<file path="src/timer_pkg.sv">
// Constants, types and field layouts shared by the dual half timer
// Summary of operation
// - Config 0 wide timer, 1 wide clock
// - Config 0x4 gives two independent halves
// - Wide load write splits high/low halves
// - Wide count reads B high, A low
// - Wide timer uses only half A mode
// - Wide timer counts down, reloads after zero
// - Timeout sets sticky raw, masked, interrupt
// - Timeout triggers converter only when enabled
// - Load write reaches counter next cycle, except in clock mode
// - Debug stall freezes counter during halt
// - Clock mode counts up, starts at one
// - Pin clock divided down to 1 Hz
// - Clock match rolls count over to zero
// - Clock match sets flags, clear bit clears
// - Stall override keeps clock running in halt
// - Half unit: 16-bit down, 8-bit prescale
// - Half unit reloads count and prescale
// - Prescale p gives p+1 clocks per step
// - Edge count uses selected edges, no prescale
// - Each edge decrements; match sets flags
// - Match reloads, clears enable, ignores edges
// - Reset: counts, loads 0xFFFF, prescale 0x00
// - Mode 0x1 one-shot, 0x2 periodic
// - Capture bit 0, mode 0x3 edge count
package timer_pkg;

    // Width configuration values
    typedef enum logic [2:0] {
        CFG_32_TIMER = 3'h0,
        CFG_32_CLOCK = 3'h1,
        CFG_16_SPLIT = 3'h4
    } width_cfg_e;

    // Unit mode field values
    localparam logic [1:0] MODE_ONESHOT  = 2'h1;
    localparam logic [1:0] MODE_PERIODIC = 2'h2;
    localparam logic [1:0] MODE_CAPTURE  = 2'h3;
    localparam logic       CMR_EDGE_CNT  = 1'h0;

    // Edge select encoding
    localparam logic [1:0] EDGE_RISE = 2'h0;
    localparam logic [1:0] EDGE_FALL = 2'h1;
    localparam logic [1:0] EDGE_BOTH = 2'h3;

    // Reset and load values
    localparam logic [15:0] CNT_RST    = 16'hFFFF;
    localparam logic [15:0] LOAD_RST   = 16'hFFFF;
    localparam logic [15:0] MATCH_RST  = 16'hFFFF;
    localparam logic [7:0]  PRE_RST    = 8'h00;
    localparam logic [15:0] ZERO16     = 16'h0000;
    localparam logic [7:0]  ZERO8      = 8'h00;
    localparam logic [31:0] ZERO32     = 32'h0000_0000;
    localparam logic [31:0] CLOCK_START = 32'h0000_0001;

    // Pin clock and divided rate
    localparam int CLOCK_IN_HZ  = 32768;
    localparam int CLOCK_OUT_HZ = 1;
    localparam int CLOCK_DIV    = CLOCK_IN_HZ / CLOCK_OUT_HZ;

    // Status bit positions: timeouts, capture matches, clock match
    localparam int ST_TO    = 0;
    localparam int ST_CM    = 2;
    localparam int ST_CLOCK = 4;
    localparam int ST_W     = 5;

    // Per-unit configuration
    typedef struct packed {
        logic [1:0] mode;
        logic       capture_mode;
        logic [1:0] edge_sel;
        logic       trig_en;
        logic       debug_stall;
    } unit_cfg_s;

endpackage

</file>
<file path="src/timer_pair.sv">
// Dual 16-bit timer halves with wide, clock and edge count modes
module timer_pair #(
    parameter int CLOCK_DIV = timer_pkg::CLOCK_DIV
) (
    // Clock, reset, enable
    input  wire logic                         i_ref_clk,
    input  wire logic                         i_rst,
    input  wire logic                         i_ce,
    // Configuration levels
    input  wire timer_pkg::width_cfg_e        i_width_cfg,
    input  wire timer_pkg::unit_cfg_s [1:0]   i_unit_cfg,
    input  wire logic                         i_clock_stall_override,
    input  wire logic                         i_dbg_halt,
    input  wire logic [timer_pkg::ST_W-1:0]   i_irq_mask,
    // Software strobes
    input  wire logic [1:0]                   i_enable_set,
    input  wire logic [1:0]                   i_enable_clr,
    input  wire logic [1:0]                   i_load_wr,
    input  wire logic [1:0]                   i_match_wr,
    input  wire logic [1:0]                   i_prescale_wr,
    input  wire logic [31:0]                  i_wr_data,
    input  wire logic [timer_pkg::ST_W-1:0]   i_irq_clear,
    // Capture pins, index 0 is the even pin
    input  wire logic [1:0]                   i_capture_pin,
    // Status and counts
    output logic [1:0]                        o_unit_enable,
    output logic [15:0]                       o_half_a_count,
    output logic [15:0]                       o_half_b_count,
    output logic [31:0]                       o_wide_count,
    output logic [timer_pkg::ST_W-1:0]        o_raw_status,
    output logic [timer_pkg::ST_W-1:0]        o_masked_status,
    output logic                              o_irq,
    output logic                              o_adc_trig
);

    localparam int DW = $clog2(CLOCK_DIV);
    localparam logic [DW-1:0] DIV_LAST = DW'(CLOCK_DIV - 1);

    logic [1:0][15:0] cnt_q, cnt_d, u_cnt_d, load_q, match_q;
    logic [1:0][7:0]  pre_q, pre_cnt_q, pre_cnt_d;
    logic [1:0]       en_q, en_d, hw_clr, u_clr, frz;
    logic [1:0]       sync1_q, sync2_q, prev_q, sel_edge;
    logic [1:0]       u_to, u_cm;
    localparam int ST_LAST = timer_pkg::ST_W - 1;
    logic [ST_LAST:0] raw_q, raw_d, masked_q, ev;
    logic             irq_q, trig_q;
    logic [DW-1:0]    div_q;
    logic             tick, clock_adv, to32, clock_ev, clr32;
    logic [2:0]       cfg_prev_q;
    logic [31:0]      wide, wide_load, wide_match, wide_d;
    logic             is16, is32t, is32c;

    assign is16  = (i_width_cfg == timer_pkg::CFG_16_SPLIT);
    assign is32t = (i_width_cfg == timer_pkg::CFG_32_TIMER);
    assign is32c = (i_width_cfg == timer_pkg::CFG_32_CLOCK);
    assign wide       = {cnt_q[1], cnt_q[0]};
    assign wide_load  = {load_q[1], load_q[0]};
    assign wide_match = {match_q[1], match_q[0]};

    ////////////////////////////////////////////////////////////////////
    // Pin synchroniser and edge detect; first stage feeds only second
    always_ff @(posedge i_ref_clk) begin
        if (i_rst) begin
            sync1_q <= 2'h0;
            sync2_q <= 2'h0;
            prev_q  <= 2'h0;
        end else if (i_ce) begin
            sync1_q <= i_capture_pin;
            sync2_q <= sync1_q;
            prev_q  <= sync2_q;
        end
    end

    ////////////////////////////////////////////////////////////////////
    // Per-unit 16-bit behaviour
    genvar gi;
    generate
        for (gi = 0; gi < 2; gi++) begin : g_unit
            timer_pkg::unit_cfg_s uc;
            logic rise, fall;
            assign uc   = i_unit_cfg[gi];
            assign rise = sync2_q[gi] & ~prev_q[gi];
            assign fall = ~sync2_q[gi] & prev_q[gi];
            assign frz[gi] = i_dbg_halt & uc.debug_stall;
            // Edge selection; input must hold two clocks per level
            assign sel_edge[gi] =
                ((uc.edge_sel == timer_pkg::EDGE_RISE) & rise) |
                ((uc.edge_sel == timer_pkg::EDGE_FALL) & fall) |
                ((uc.edge_sel == timer_pkg::EDGE_BOTH) & (rise | fall));

            // Next count, prescale, events for independent operation
            always_comb begin
                u_cnt_d[gi]   = cnt_q[gi];
                pre_cnt_d[gi] = pre_cnt_q[gi];
                u_to[gi]      = 1'b0;
                u_cm[gi]      = 1'b0;
                u_clr[gi]     = 1'b0;
                if (en_q[gi] && !frz[gi]) begin
                    case (uc.mode)
                        timer_pkg::MODE_ONESHOT,
                        timer_pkg::MODE_PERIODIC: begin
                            if (pre_cnt_q[gi] == timer_pkg::ZERO8) begin
                                pre_cnt_d[gi] = pre_q[gi];
                                if (cnt_q[gi] == timer_pkg::ZERO16) begin
                                    u_cnt_d[gi] = load_q[gi];
                                    u_to[gi]    = 1'b1;
                                    u_clr[gi]   = (uc.mode ==
                                        timer_pkg::MODE_ONESHOT);
                                end else begin
                                    u_cnt_d[gi] = cnt_q[gi] - 16'h0001;
                                end
                            end else begin
                                pre_cnt_d[gi] = pre_cnt_q[gi] - 8'h01;
                            end
                        end
                        timer_pkg::MODE_CAPTURE: begin
                            // Prescaler unused while counting edges
                            if (uc.capture_mode ==
                                timer_pkg::CMR_EDGE_CNT) begin
                                if (cnt_q[gi] == match_q[gi]) begin
                                    u_cm[gi]    = 1'b1;
                                    u_cnt_d[gi] = load_q[gi];
                                    u_clr[gi]   = 1'b1;
                                end else if (sel_edge[gi]) begin
                                    u_cnt_d[gi] = cnt_q[gi] - 16'h0001;
                                end
                            end
                        end
                        default: begin
                        end
                    endcase
                end
            end
        end
    endgenerate

    ////////////////////////////////////////////////////////////////////
    // Pin clock divider, only active in clock mode
    assign tick = is32c && en_q[0] && sync2_q[0] && !prev_q[0] &&
                  (div_q == DIV_LAST);
    always_ff @(posedge i_ref_clk) begin
        if (i_rst) begin
            div_q <= '0;
        end else if (i_ce) begin
            if (!is32c || !en_q[0]) begin
                div_q <= '0;
            end else if (sync2_q[0] && !prev_q[0]) begin
                div_q <= (div_q == DIV_LAST) ? '0 : div_q + DW'(1);
            end
        end
    end

    // Override keeps the clock running through a debug halt
    assign clock_adv = tick && !(i_dbg_halt &&
        (i_unit_cfg[0].debug_stall || i_unit_cfg[1].debug_stall) &&
        !i_clock_stall_override);

    ////////////////////////////////////////////////////////////////////
    // Wide count next value and counter register
    always_comb begin
        wide_d   = wide;
        to32     = 1'b0;
        clock_ev = 1'b0;
        clr32    = 1'b0;
        cnt_d    = cnt_q;
        if (is32t) begin
            // Mode taken from half A only
            if (en_q[0] && !frz[0]) begin
                if (wide == timer_pkg::ZERO32) begin
                    wide_d = wide_load;
                    to32   = 1'b1;
                    clr32  = (i_unit_cfg[0].mode ==
                              timer_pkg::MODE_ONESHOT);
                end else begin
                    wide_d = wide - 32'h0000_0001;
                end
            end
            if (i_load_wr[0]) begin
                wide_d = i_wr_data;
            end
            cnt_d = {wide_d[31:16], wide_d[15:0]};
        end else if (is32c) begin
            if (cfg_prev_q != timer_pkg::CFG_32_CLOCK) begin
                wide_d = timer_pkg::CLOCK_START;
            end else if (clock_adv) begin
                if (wide == wide_match) begin
                    wide_d   = timer_pkg::ZERO32;
                    clock_ev = 1'b1;
                end else begin
                    wide_d = wide + 32'h0000_0001;
                end
            end
            cnt_d = {wide_d[31:16], wide_d[15:0]};
        end else if (is16) begin
            for (int i = 0; i < 2; i++) begin
                cnt_d[i] = i_load_wr[i] ? i_wr_data[15:0]
                                        : u_cnt_d[i];
            end
        end
    end

    always_ff @(posedge i_ref_clk) begin
        if (i_rst) begin
            cnt_q      <= {timer_pkg::CNT_RST, timer_pkg::CNT_RST};
            cfg_prev_q <= timer_pkg::CFG_32_TIMER;
        end else if (i_ce) begin
            cnt_q      <= cnt_d;
            cfg_prev_q <= i_width_cfg;
        end
    end

    ////////////////////////////////////////////////////////////////////
    // Prescale counters run only in split mode
    always_ff @(posedge i_ref_clk) begin
        if (i_rst) begin
            pre_cnt_q <= {timer_pkg::PRE_RST, timer_pkg::PRE_RST};
        end else if (i_ce && is16) begin
            pre_cnt_q <= pre_cnt_d;
        end
    end

    // Load, match and prescale registers; wide writes split
    always_ff @(posedge i_ref_clk) begin
        if (i_rst) begin
            load_q  <= {timer_pkg::LOAD_RST, timer_pkg::LOAD_RST};
            match_q <= {timer_pkg::MATCH_RST, timer_pkg::MATCH_RST};
            pre_q   <= {timer_pkg::PRE_RST, timer_pkg::PRE_RST};
        end else if (i_ce) begin
            if (!is16 && i_load_wr[0]) begin
                load_q[1] <= i_wr_data[31:16];
                load_q[0] <= i_wr_data[15:0];
            end
            if (!is16 && i_match_wr[0]) begin
                match_q[1] <= i_wr_data[31:16];
                match_q[0] <= i_wr_data[15:0];
            end
            for (int i = 0; i < 2; i++) begin
                if (is16 && i_load_wr[i]) begin
                    load_q[i] <= i_wr_data[15:0];
                end
                if (is16 && i_match_wr[i]) begin
                    match_q[i] <= i_wr_data[15:0];
                end
                if (i_prescale_wr[i]) begin
                    pre_q[i] <= i_wr_data[7:0];
                end
            end
        end
    end

    ////////////////////////////////////////////////////////////////////
    // Enables: software set wins over a hardware stop in one cycle
    assign hw_clr = is16 ? u_clr : {1'b0, clr32};
    assign en_d   = (en_q & ~i_enable_clr & ~hw_clr) | i_enable_set;
    always_ff @(posedge i_ref_clk) begin
        if (i_rst) begin
            en_q <= 2'h0;
        end else if (i_ce) begin
            en_q <= en_d;
        end
    end

    ////////////////////////////////////////////////////////////////////
    // Events into sticky status; a new event beats a clear
    always_comb begin
        ev = '0;
        ev[timer_pkg::ST_TO]      = is16 ? u_to[0] : to32;
        ev[timer_pkg::ST_TO + 1]  = is16 & u_to[1];
        ev[timer_pkg::ST_CM]      = is16 & u_cm[0];
        ev[timer_pkg::ST_CM + 1]  = is16 & u_cm[1];
        ev[timer_pkg::ST_CLOCK]   = clock_ev;
    end
    assign raw_d = (raw_q & ~i_irq_clear) | ev;

    always_ff @(posedge i_ref_clk) begin
        if (i_rst) begin
            raw_q    <= '0;
            masked_q <= '0;
            irq_q    <= 1'b0;
            trig_q   <= 1'b0;
        end else if (i_ce) begin
            raw_q    <= raw_d;
            masked_q <= raw_d & i_irq_mask;
            irq_q    <= |(raw_d & i_irq_mask);
            trig_q   <= (ev[timer_pkg::ST_TO] &
                         i_unit_cfg[0].trig_en) |
                        (ev[timer_pkg::ST_TO + 1] &
                         i_unit_cfg[1].trig_en);
        end
    end

    // Outputs straight from flops; wide count is B over A
    assign o_unit_enable   = en_q;
    assign o_half_a_count  = cnt_q[0];
    assign o_half_b_count  = cnt_q[1];
    assign o_wide_count    = {cnt_q[1], cnt_q[0]};
    assign o_raw_status    = raw_q;
    assign o_masked_status = masked_q;
    assign o_irq           = irq_q;
    assign o_adc_trig      = trig_q;
endmodule

</file>
<file path="config.mk">
export PLATFORM = sky130hd
export DESIGN_NAME = timer_pair
export DESIGN_NICKNAME = d
export VERILOG_FILES = /design/src/timer_pkg.sv /design/src/timer_pair.sv
export SDC_FILE = /design/constraint.sdc
export NUM_CORES = 1
export LEC_CHECK = 0
export BUFFER_PORTS_ARGS = -buffer_cell sky130_fd_sc_hd__buf_2
export CORE_MARGIN = 2
export CORE_UTILIZATION = 45
export CTS_CLUSTER_SIZE = 8
export DETAILED_ROUTE_END_ITERATION = 8
export PLACE_DENSITY = 0.74
export SLEW_MARGIN = 20
export SYNTH_ARGS = -nofsm -noshare
export SYNTH_HDL_FRONTEND = slang
export SYNTH_SLANG_ARGS = --single-unit
</file>
<file path="constraint.sdc">
create_clock -name i_ref_clk -period 6.1 [get_ports i_ref_clk]
set_input_delay 1.22 -clock i_ref_clk [delete_from_list [all_inputs] [get_ports i_ref_clk]]
set_output_delay 1.22 -clock i_ref_clk [all_outputs]
set_load 0.02 [all_outputs]
</file>
* Word-level counts from Yosys, hierarchy flattened *
Index checks and enable logic that the tools add are counted.

cells by class
  add/sub/neg operators = 7
  eq/ne operators = 26
  mux-type cells = 73
  bitwise logic cells = 37
  reduce and logical (&&, ||, !) cells = 58

operators with widths
  cell                                                 count
  two-way mux 32 bit                                   11
  two-way mux 16 bit                                   18
  one-hot mux 16 bit (2 select lines)                  2
  two-way mux 15 bit                                   3
  two-way mux 1 bit                                    34
  adder 32 x 1 -> 32 bit (second input constant)       1
  equality test 16 bit                                 2
  equality test 32 bit                                 1
  logical NOT 16 bit                                   2
  logical NOT 32 bit                                   1
  subtractor 16 x 1 -> 16 bit (second input constant)  2
  subtractor 32 x 1 -> 32 bit (second input constant)  1
  != test 5 bit (second input constant)                4
  AND reduction 9 bit                                  2
  bitwise AND 1 bit                                    17
  logical AND 1 bit                                    17
  logical NOT 8 bit                                    2
  two-way mux 8 bit                                    2
  subtractor 8 x 1 -> 8 bit (second input constant)    2
  adder 15 x 1 -> 15 bit (second input constant)       1
  equality test 15 bit (second input constant)         1
  AND reduction 2 bit                                  7
  equality test 2 bit (second input constant)          6
  != test 6 bit (second input constant)                2
  other kinds (28)                                     60

word-level totals
  word-level logic and storage cells = 221
  output and inout bits = 78
  register bits = 166
  input bits = 76

* Longest topological paths before layout *
Gate-level depths: netlist of the first run.

  word-level depth = 14
  mapped depth = 13
  mapped depth without buffers = 9

* Least setup slack after synthesis of the first run *
OpenSTA, ideal clock, no wires.

  path type = input port to flip-flop
  start = input i_width_cfg[1]
  end = register cnt_q (netlist bit o_half_a_count[10])
  cell stages on the path = 10
  buffers on the path = 3
  library setup time = 122 ps
  path slack = 2893 ps
  required time = 5978 ps
  arrival = 3084 ps
  path through = buf_2 nor3b_2 nand2_1 nor4_1 o21a_1 o211ai_1 clkbuf_1 clkbuf_1 a21oi_1 o31ai_1

between the ends
  cells in the longest elaborated chain, start to end = 8
  elaborated cells between the ends (all ways) = 19
  classes of those cells = eq/ne (8); mux (2); reduce/logical (9)

RTL lines
  element                           RTL line           source
  start, declared                   timer_pair.sv:10   input wire timer_pkg::width_cfg_e i_width_cfg,
  equality test 3 x 1 -> 1 bit      timer_pair.sv:55   assign is32c = (i_width_cfg == timer_pkg::CFG_32_CLOCK);
  logical AND 1 bit (4 in a row)    timer_pair.sv:139  assign tick = is32c && en_q[0] && sync2_q[0] && !prev_q[0] &&
  logical AND 1 bit                 timer_pair.sv:154  assign clock_adv = tick && !(i_dbg_halt &&
  != test 4 x 3 -> 1 bit (no line)  n/a
  AND reduction 9 bit (no line)     n/a
  end signal, assigned              timer_pair.sv:204  cnt_q <= {timer_pkg::CNT_RST, timer_pkg::CNT_RST};
  end signal, assigned              timer_pair.sv:207  cnt_q <= cnt_d;
  end, declared                     timer_pair.sv:39   logic [1:0][15:0] cnt_q, cnt_d, u_cnt_d, load_q, match_q;

Several ways; a longest one is shown, not always the timed one.
A chain may end at the register's enable or synchronous reset.

* Worst setup path after layout of the first run *
  start = register cnt_q (netlist bit o_half_a_count[0])
  end = register cnt_q (netlist bit o_half_b_count[6])

between the ends
  cells in the longest elaborated chain, start to end = 6
  elaborated cells between the ends (all ways) = 12
  classes of those cells = add/sub (2); eq/ne (1); mux (8); reduce/logical (1)

RTL lines
  element                                                         RTL line                              source
  adder 32 x 1 -> 32 bit or equality test 32 bit (tied branches)  timer_pair.sv:190, timer_pair.sv:186
  two-way mux 32 bit                                              timer_pair.sv:186                     if (wide == wide_match) begin
  two-way mux 32 bit                                              timer_pair.sv:185                     end else if (clock_adv) begin
  two-way mux 32 bit                                              timer_pair.sv:183                     if (cfg_prev_q != timer_pkg::CFG_32_CLOCK) begin
  two-way mux 32 bit                                              timer_pair.sv:182                     end else if (is32c) begin
  two-way mux 32 bit *                                            timer_pair.sv:166                     if (is32t) begin

Every way passes the cells marked *; elsewhere a longest branch is shown, timed or not. The select of a mux whose other input is x is not followed.

==> results by group, run 1 <==
Logic synthesis
  – Synth warnings: 0
  – Post-synthesis sequential area ratio: 28.6%
  – Synth top area share: 28.6%
  – Post-synthesis cell count: 1,547
  – Most used DFF post-synth: dfxtp_1
  – Asr flop ratio synth: 0%
  – Most common cell in the netlist: nand2_1
  – Synth Net Count: 1,643
  – Number of synthesized flops with an enable pin: 0
  – Synth top area cells: dfxtp_1 29%, nand2_1 5.7%, nor2_1 5.6%
  – Yosys top cell by area: dfxtp_1
  – Unique masters post-synth: 88
  – Post-synth top cells: 177 x nand2_1, 172 x nor2_1, 166 x dfxtp_1
  – Mapped cell area: 11,600 um^2
  – Synth Register Bits: 166
  – Syn Area/Cell: 7.51 um^2

Route
  – Drt via density: 6.48
  – DR vias: 12,400
  – Antenna viol nets, final: 0
  – 1st-iter DRT viols: 1,670
  – Final WL: 41,300 um
  – Wire per inst: 21.6 um
  – Number of detailed-route iterations in the first pass: 8
  – # DRC: 0

STA
  – Final Hold Fails: 0
  – Setup violators final: 0
  – Worst slew margin: 22.9%
  – Fmax: 240 MHz
  – Final worst path period share: 68.4%
  – RSZ-0062 raised after global routing: false
  – Slew Viols, Final: 0
  – Fin Setup TNS: 0 ps
  – Fin crit period: 4170 ps
  – Clock skew: 13.1 ps
  – PnR worst setup slack: 1930 ps
  – Worst slew pin tran: 1150 ps

Worst setup path
  – Cell family with most CP delay: simple AND/OR/NAND/NOR gates
  – Crit path DAT: 4500 ps
  – Critical path startpoint category: flip-flop
  – CP max FO: 18
  – Worst Path Buf+Inv: 1
  – Critical Path RT: 6420 ps
  – Slowest CP cell: nor3_4
  – Cell Chain, Critical Path: inv_1 > ha_1 > nor4b_1 > nand4_2 > nor3_4 > nor2_1 > a222oi_1 > nand3_1 > a221o_1
  – Critical Path Sink Type: flip-flop
  – Worst path max stage delay: 1070 ps
  – CP Class: flip-flop to flip-flop

Global routing
  – Initial antenna violation count: 0
  – GR Util met1: 40.6%
  – Grt met3 use: 6.68%
  – Top Usage Layer GRT: met2
  – Total grt overflow: 0
  – Total GRT Usage: 30.3%
  – Met2 Resource Use GR: 45.4%
  – First-pass GRT wire length: 63,900 um
  – Vias in the first global route: 11,300
  – Pin count of the biggest net entering global routing: 71

Clock tree
  – Post-CTS Setup Repair Bufs: 0
  – Hold_buf cts: 0
  – CTS sink cnt: 166
  – Inserted Clock Buffers: 17
  – Worst-path clk slew: 70 ps
  – Post-CTS Resized: 0
  – CTS Buffer Depth: 2
  – Clk root buf: clkbuf_16
  – Clk_lat worst skew: 440 ps
  – CTS tree: done
  – CTS HTree Levels: 4

Hold path
  – Min-delay worst type: flip-flop to flip-flop

Floorplan
  – Die area: 27,100 um^2
  – Chip Height: 165 um
  – Die Width: 165 um
  – Initial Util: 46.0%
  – CORE AREA: 25,300 um^2
  – # rows: 58
  – I/O Pins: 154

Place
  – Port bufs: 153
  – Post-Place Setup Slack: 1830 ps
  – Cells after DPL: 1,879
  – HPWL after DPL: 27,900 um
  – Final Wtd Congestion: 0.958

Power
  – Worst vdd ir: 0.213 mV
  – PwrDens: 233 nW/um^2
  – Leak Pwr: 4.86 nW

Cells and area
  – Area growth syn-to-layout: 8.74%
  – Final #Nets: 1,664
  – Post-route insts no fill: 1,911
  – Layout cells sized above 1: 15.3%
  – N_diodes: 0

Job
  – Max-cap violations: 0

Status
  – Status: finished clean
-- logic make-up (layout without fill, tap and decap cells) --
logic type      Yosys count  count (layout)  share of synthesized area, %
buf+inv                 202             236                          8.90
compound gates          372             372                          21.9
flops                   166             166                          28.6
mux                      36              36                          3.22
xor+xnor                107             107                          8.07
simple gates            644             644                          27.1
fa+ha+maj                20              20                          2.15
-- cell type report --
type	instances	area [um^2]
fill	2480	12600
multi-input combinational	1179	7260
sequential	166	3320
timing repair buffer	173	916
clock buffer	19	443
tap	330	413
clock inverter	13	160
inverter	31	116
-- cell usage in the layout (no fill, tap or decap), types with 8 or more instances in the layout --
master	n
nand4_1	24
inv_1	29
o21a_1	8
nand3_1	110
and3_1	14
xor2_1	61
buf_2	153
ha_1	20
and2_1	8
dfxtp_1	166
a211oi_1	18
nor3_1	38
o21ai_0	35
mux2_2	10
buf_4	20
nor2_1	172
and4_1	8
xnor2_1	46
nand2_1	177
o311ai_0	36
a31oi_1	10
o31ai_1	14
o211ai_1	20
a21oi_1	126
nor4_1	26
or3_1	11
clkbuf_16	17
a22oi_1	11
mux2i_1	25
-- per-layer routing --
metal	up-vias	wire, um
li1	5604	-
met1	5779	16900
met2	857	17500
met3	146	4670
met4	0	2210
met5	-	0
-- sequential cells by signal, summed over array words and instances (netlist names) --
signal,count
load_q,32
match_q,32
o_half_a_count,16
o_half_b_count,16
pre_cnt_q,16
pre_q,16
div_q,15
o_masked_status,5
o_raw_status,5
cfg_prev_q,3
o_unit_enable,2
prev_q,2
sync1_q,2
sync2_q,2
o_adc_trig,1
o_irq,1
-- worst paths after layout --
kind	from	slack [ps]	cells after the start	endpoint
setup / recovery	o_half_a_count[0]$_SDFFE_PP1P_	1930	9	o_half_b_count[6]$_SDFFE_PP1P_
hold / removal	pre_q[11]$_SDFFE_PP0P_	450	2	pre_q[11]$_SDFFE_PP0P_
setup reg to reg	o_half_a_count[0]$_SDFFE_PP1P_	1930	9	o_half_b_count[6]$_SDFFE_PP1P_
hold reg to reg	pre_q[11]$_SDFFE_PP0P_	450	2	pre_q[11]$_SDFFE_PP0P_
-- power breakdown --
part	internal [mW]	switching, mW
Sequential	1.14	0.0800
Clock	0.630	0.514
Combinational	0.209	0.370
Total	1.97	0.965
-- metrics by stage --
stage / util [%] / hold slack (ps) / instance area [um^2] / power, mW
3_3_place_gp: 47.6 / 444 / 12000 / 1.79
4_1_cts: 50.0 / 457 / 12600 / 2.92
3_5_place_dp: 47.6 / 447 / 12000 / 1.80
5_1_grt: 50.0 / 477 / 12600 / 3.03
2_1_floorplan: - / 433 / 11600 / 1.63
6_report: 50.0 / 453 / 12600 / 2.94
-- worst register-to-register path: cells and delay by family (launching register included) --
kind                       cells  cell delay (ps)
AOI/OAI and AO/OA              2              710
adders and majority gates      1              190
buffers and inverters          1              220
DFF                            1              470
and+or+nand+nor                5             2470
Note: power is estimated with default switching activity, not from simulation.
==> inputs of run 2 (changes only) <==
clock period = 4.15 ns   (was 6.1 ns; I/O delays follow)
==> run 2 against run 1 <==
- wire length increased by 2.4%
- worst hold slack gained 4.1 ps
- critical path depth down 1
- combinational power grew 59%
- cell area rose by 1.7%
- flip-flop and latch count stayed put
==> results by group, run 2 (same netlist as run 1, synthesis figures left out) <==
Status
  – Status: finished clean (unchanged)

Clock tree
  – CTS Buffer Depth: 2 (unchanged)
  – Worst-path clk slew: 80 ps (was 70 ps)
  – CTS sink cnt: 166 (unchanged)
  – CTS HTree Levels: 4 (unchanged)
  – Post-CTS Resized: 0 (unchanged)
  – Post-CTS Setup Repair Bufs: 0 (unchanged)
  – Clk root buf: clkbuf_16 (unchanged)
  – Inserted Clock Buffers: 17 (unchanged)
  – Hold_buf cts: 0 (unchanged)
  – CTS tree: done (unchanged)
  – Clk_lat worst skew: 450 ps (was 440 ps)

Power
  – Final total power: 4.31 mW (was 2.94 mW)
  – Leak Pwr: 4.98 nW (was 4.86 nW)
  – Worst vdd ir: 0.274 mV (was 0.213 mV)
  – PwrDens: 336 nW/um^2 (was 233 nW/um^2)

Floorplan
  – I/O Pins: 154 (unchanged)
  – CORE AREA: 25,300 um^2 (unchanged)
  – # rows: 58 (unchanged)
  – Chip Height: 165 um (unchanged)
  – Die area: 27,100 um^2 (unchanged)
  – Die Width: 165 um (unchanged)
  – Initial Util: 46.0% (unchanged)

Route
  – Final WL: 42,200 um (was 41,300 um)
  – Antenna viol nets, final: 0 (unchanged)
  – Number of detailed-route iterations in the first pass: 9 (was 8)
  – 1st-iter DRT viols: 1,412 (was 1,670)
  – Drt via density: 6.39 (was 6.48)
  – Wire per inst: 21.8 um (was 21.6 um)
  – DR vias: 12,400 (about the same)
  – # DRC: 0 (unchanged)

Place
  – Final Wtd Congestion: 0.990 (was 0.958)
  – Post-Place Setup Slack: 744 ps (was 1830 ps)
  – Dpl cell area: 12,200 um^2 (was 12,000 um^2)
  – Cells after DPL: 1,905 (was 1,879)
  – Port bufs: 153 (unchanged)
  – HPWL after DPL: 29,300 um (was 27,900 um)

STA
  – Fin crit period: 3290 ps (was 4170 ps)
  – Hold Slack: 457 ps (was 453 ps)
  – RSZ-0062 raised after global routing: false (unchanged)
  – Fmax: 304 MHz (was 240 MHz)
  – Final worst path period share: 79.2% (was 68.4%)
  – Clock skew: 12.0 ps (was 13.1 ps)
  – Fin Setup TNS: 0 ps (unchanged)
  – Final Hold Fails: 0 (unchanged)
  – Worst slew pin tran: 1060 ps (was 1150 ps)
  – Setup violators final: 0 (unchanged)
  – PnR worst setup slack: 864 ps (was 1930 ps)
  – Worst slew margin: 29.1% (was 22.9%)
  – Slew Viols, Final: 0 (unchanged)

Cells and area
  – Biggest regs: load_q (32), match_q (32) (unchanged)
  – Commonest non-fill, non-tap cell in the layout: nand2_1 (unchanged)
  – Layout cells sized above 1: 16.8% (was 15.3%)
  – Final #Nets: 1,691 (was 1,664)
  – FILL cells: 2,499 (was 2,480)
  – Most frequent cells in the layout: 177 x nand2_1, 172 x nor2_1, 166 x dfxtp_1 (unchanged)
  – Final instance area: 12,800 um^2 (was 12,600 um^2)
  – Area growth syn-to-layout: 10.6% (was 8.74%)
  – Post-route insts no fill: 1,938 (was 1,911)
  – N_diodes: 0 (unchanged)
  – Final core utilization: 50.9% (was 50.0%)

Worst setup path
  – Critical Path RT: 4490 ps (was 6420 ps)
  – Slowest CP cell: a21oi_1 (was nor3_4)
  – Critical Path Sink Type: flip-flop (unchanged)
  – Crit path DAT: 3630 ps (was 4500 ps)
  – CP Launch Point: o_half_b_count[12]$_SDFFE_PP1P_ (was o_half_a_count[0]$_SDFFE_PP1P_)
  – CP Class: flip-flop to flip-flop (unchanged)
  – CP max FO: 12 (was 18)
  – Cell Chain, Critical Path: xor2_1 > nor4_1 > and4_1 > a21oi_1 > buf_4 > mux2i_1 > o21ai_0 > a221o_1 (was inv_1 > ha_1 > nor4b_1 > nand4_2 > nor3_4 > nor2_1 > a222oi_1 > nand3_1 > a221o_1)
  – Critical path startpoint category: flip-flop (unchanged)
  – RR Startpoint: o_half_b_count[12]$_SDFFE_PP1P_ (was o_half_a_count[0]$_SDFFE_PP1P_)
  – Worst path max stage delay: 900 ps (was 1070 ps)

Global routing
  – Initial antenna violation count: 0 (unchanged)
  – Met2 Resource Use GR: 47.2% (was 45.4%)
  – Pin count of the biggest net entering global routing: 56 (was 71)
  – Top Usage Layer GRT: met2 (unchanged)
  – Vias in the first global route: 11,500 (was 11,300)
  – Grt met3 use: 7.11% (was 6.68%)
  – Total GRT Usage: 31.3% (was 30.3%)
  – Total grt overflow: 0 (unchanged)
  – First-pass GRT wire length: 66,000 um (was 63,900 um)
  – GR Util met1: 42.6% (was 40.6%)

Hold path
  – Worst Hold Launch: pre_q[1]$_SDFFE_PP0P_ (was pre_q[11]$_SDFFE_PP0P_)
  – Min-delay worst type: flip-flop to flip-flop (unchanged)

Job
  – Max-cap violations: 0 (unchanged)
-- run 2: final cells by class --
class | count | area [um^2] | share of cell area (%)
clock buffers | 17 | 425 | 3.31
multi-input cells | 1179 | 7260 | 56.5
well taps | 330 | 413 | 3.22
flip-flops and latches | 166 | 3320 | 25.9
inverters | 31 | 116 | 0.906
clock inverters | 15 | 189 | 1.47
repair buffers | 200 | 1120 | 8.71
-- run 2: worst paths after layout --
path                                         end  slack (ps)  cells after the start
setup / recovery  o_half_b_count[8]$_SDFFE_PP1P_         860                      8
setup reg to reg  o_half_b_count[8]$_SDFFE_PP1P_         860                      8
hold reg to reg            pre_q[1]$_SDFFE_PP0P_         460                      2
hold / removal             pre_q[1]$_SDFFE_PP0P_         460                      2
-- run 2: metal layers --
metal	routed length (um)	share of wire, %
met3	4610	11
met2	18400	44
met4	1900	4.5
met5	0	0
met1	17300	41
-- run 2: report_power, final --
group | total, mW | switching [mW] | internal [mW]
registers | 1.76 | 0.0903 | 1.67
clock network | 1.64 | 0.820 | 0.816
logic | 0.918 | 0.590 | 0.328
total | 4.31 | 1.50 | 2.81
-- run 2: critical path: cells and delay by family, from the launching register on --
| kind | cells | cell delay [ps] |
|---|---|---|
| AOI/OAI and AO/OA | 3 | 1280 |
| xor gates and xnor gates | 1 | 310 |
| buffers and inverters | 1 | 270 |
| DFF | 1 | 700 |
| muxes | 1 | 190 |
| and+or+nand+nor | 2 | 420 |
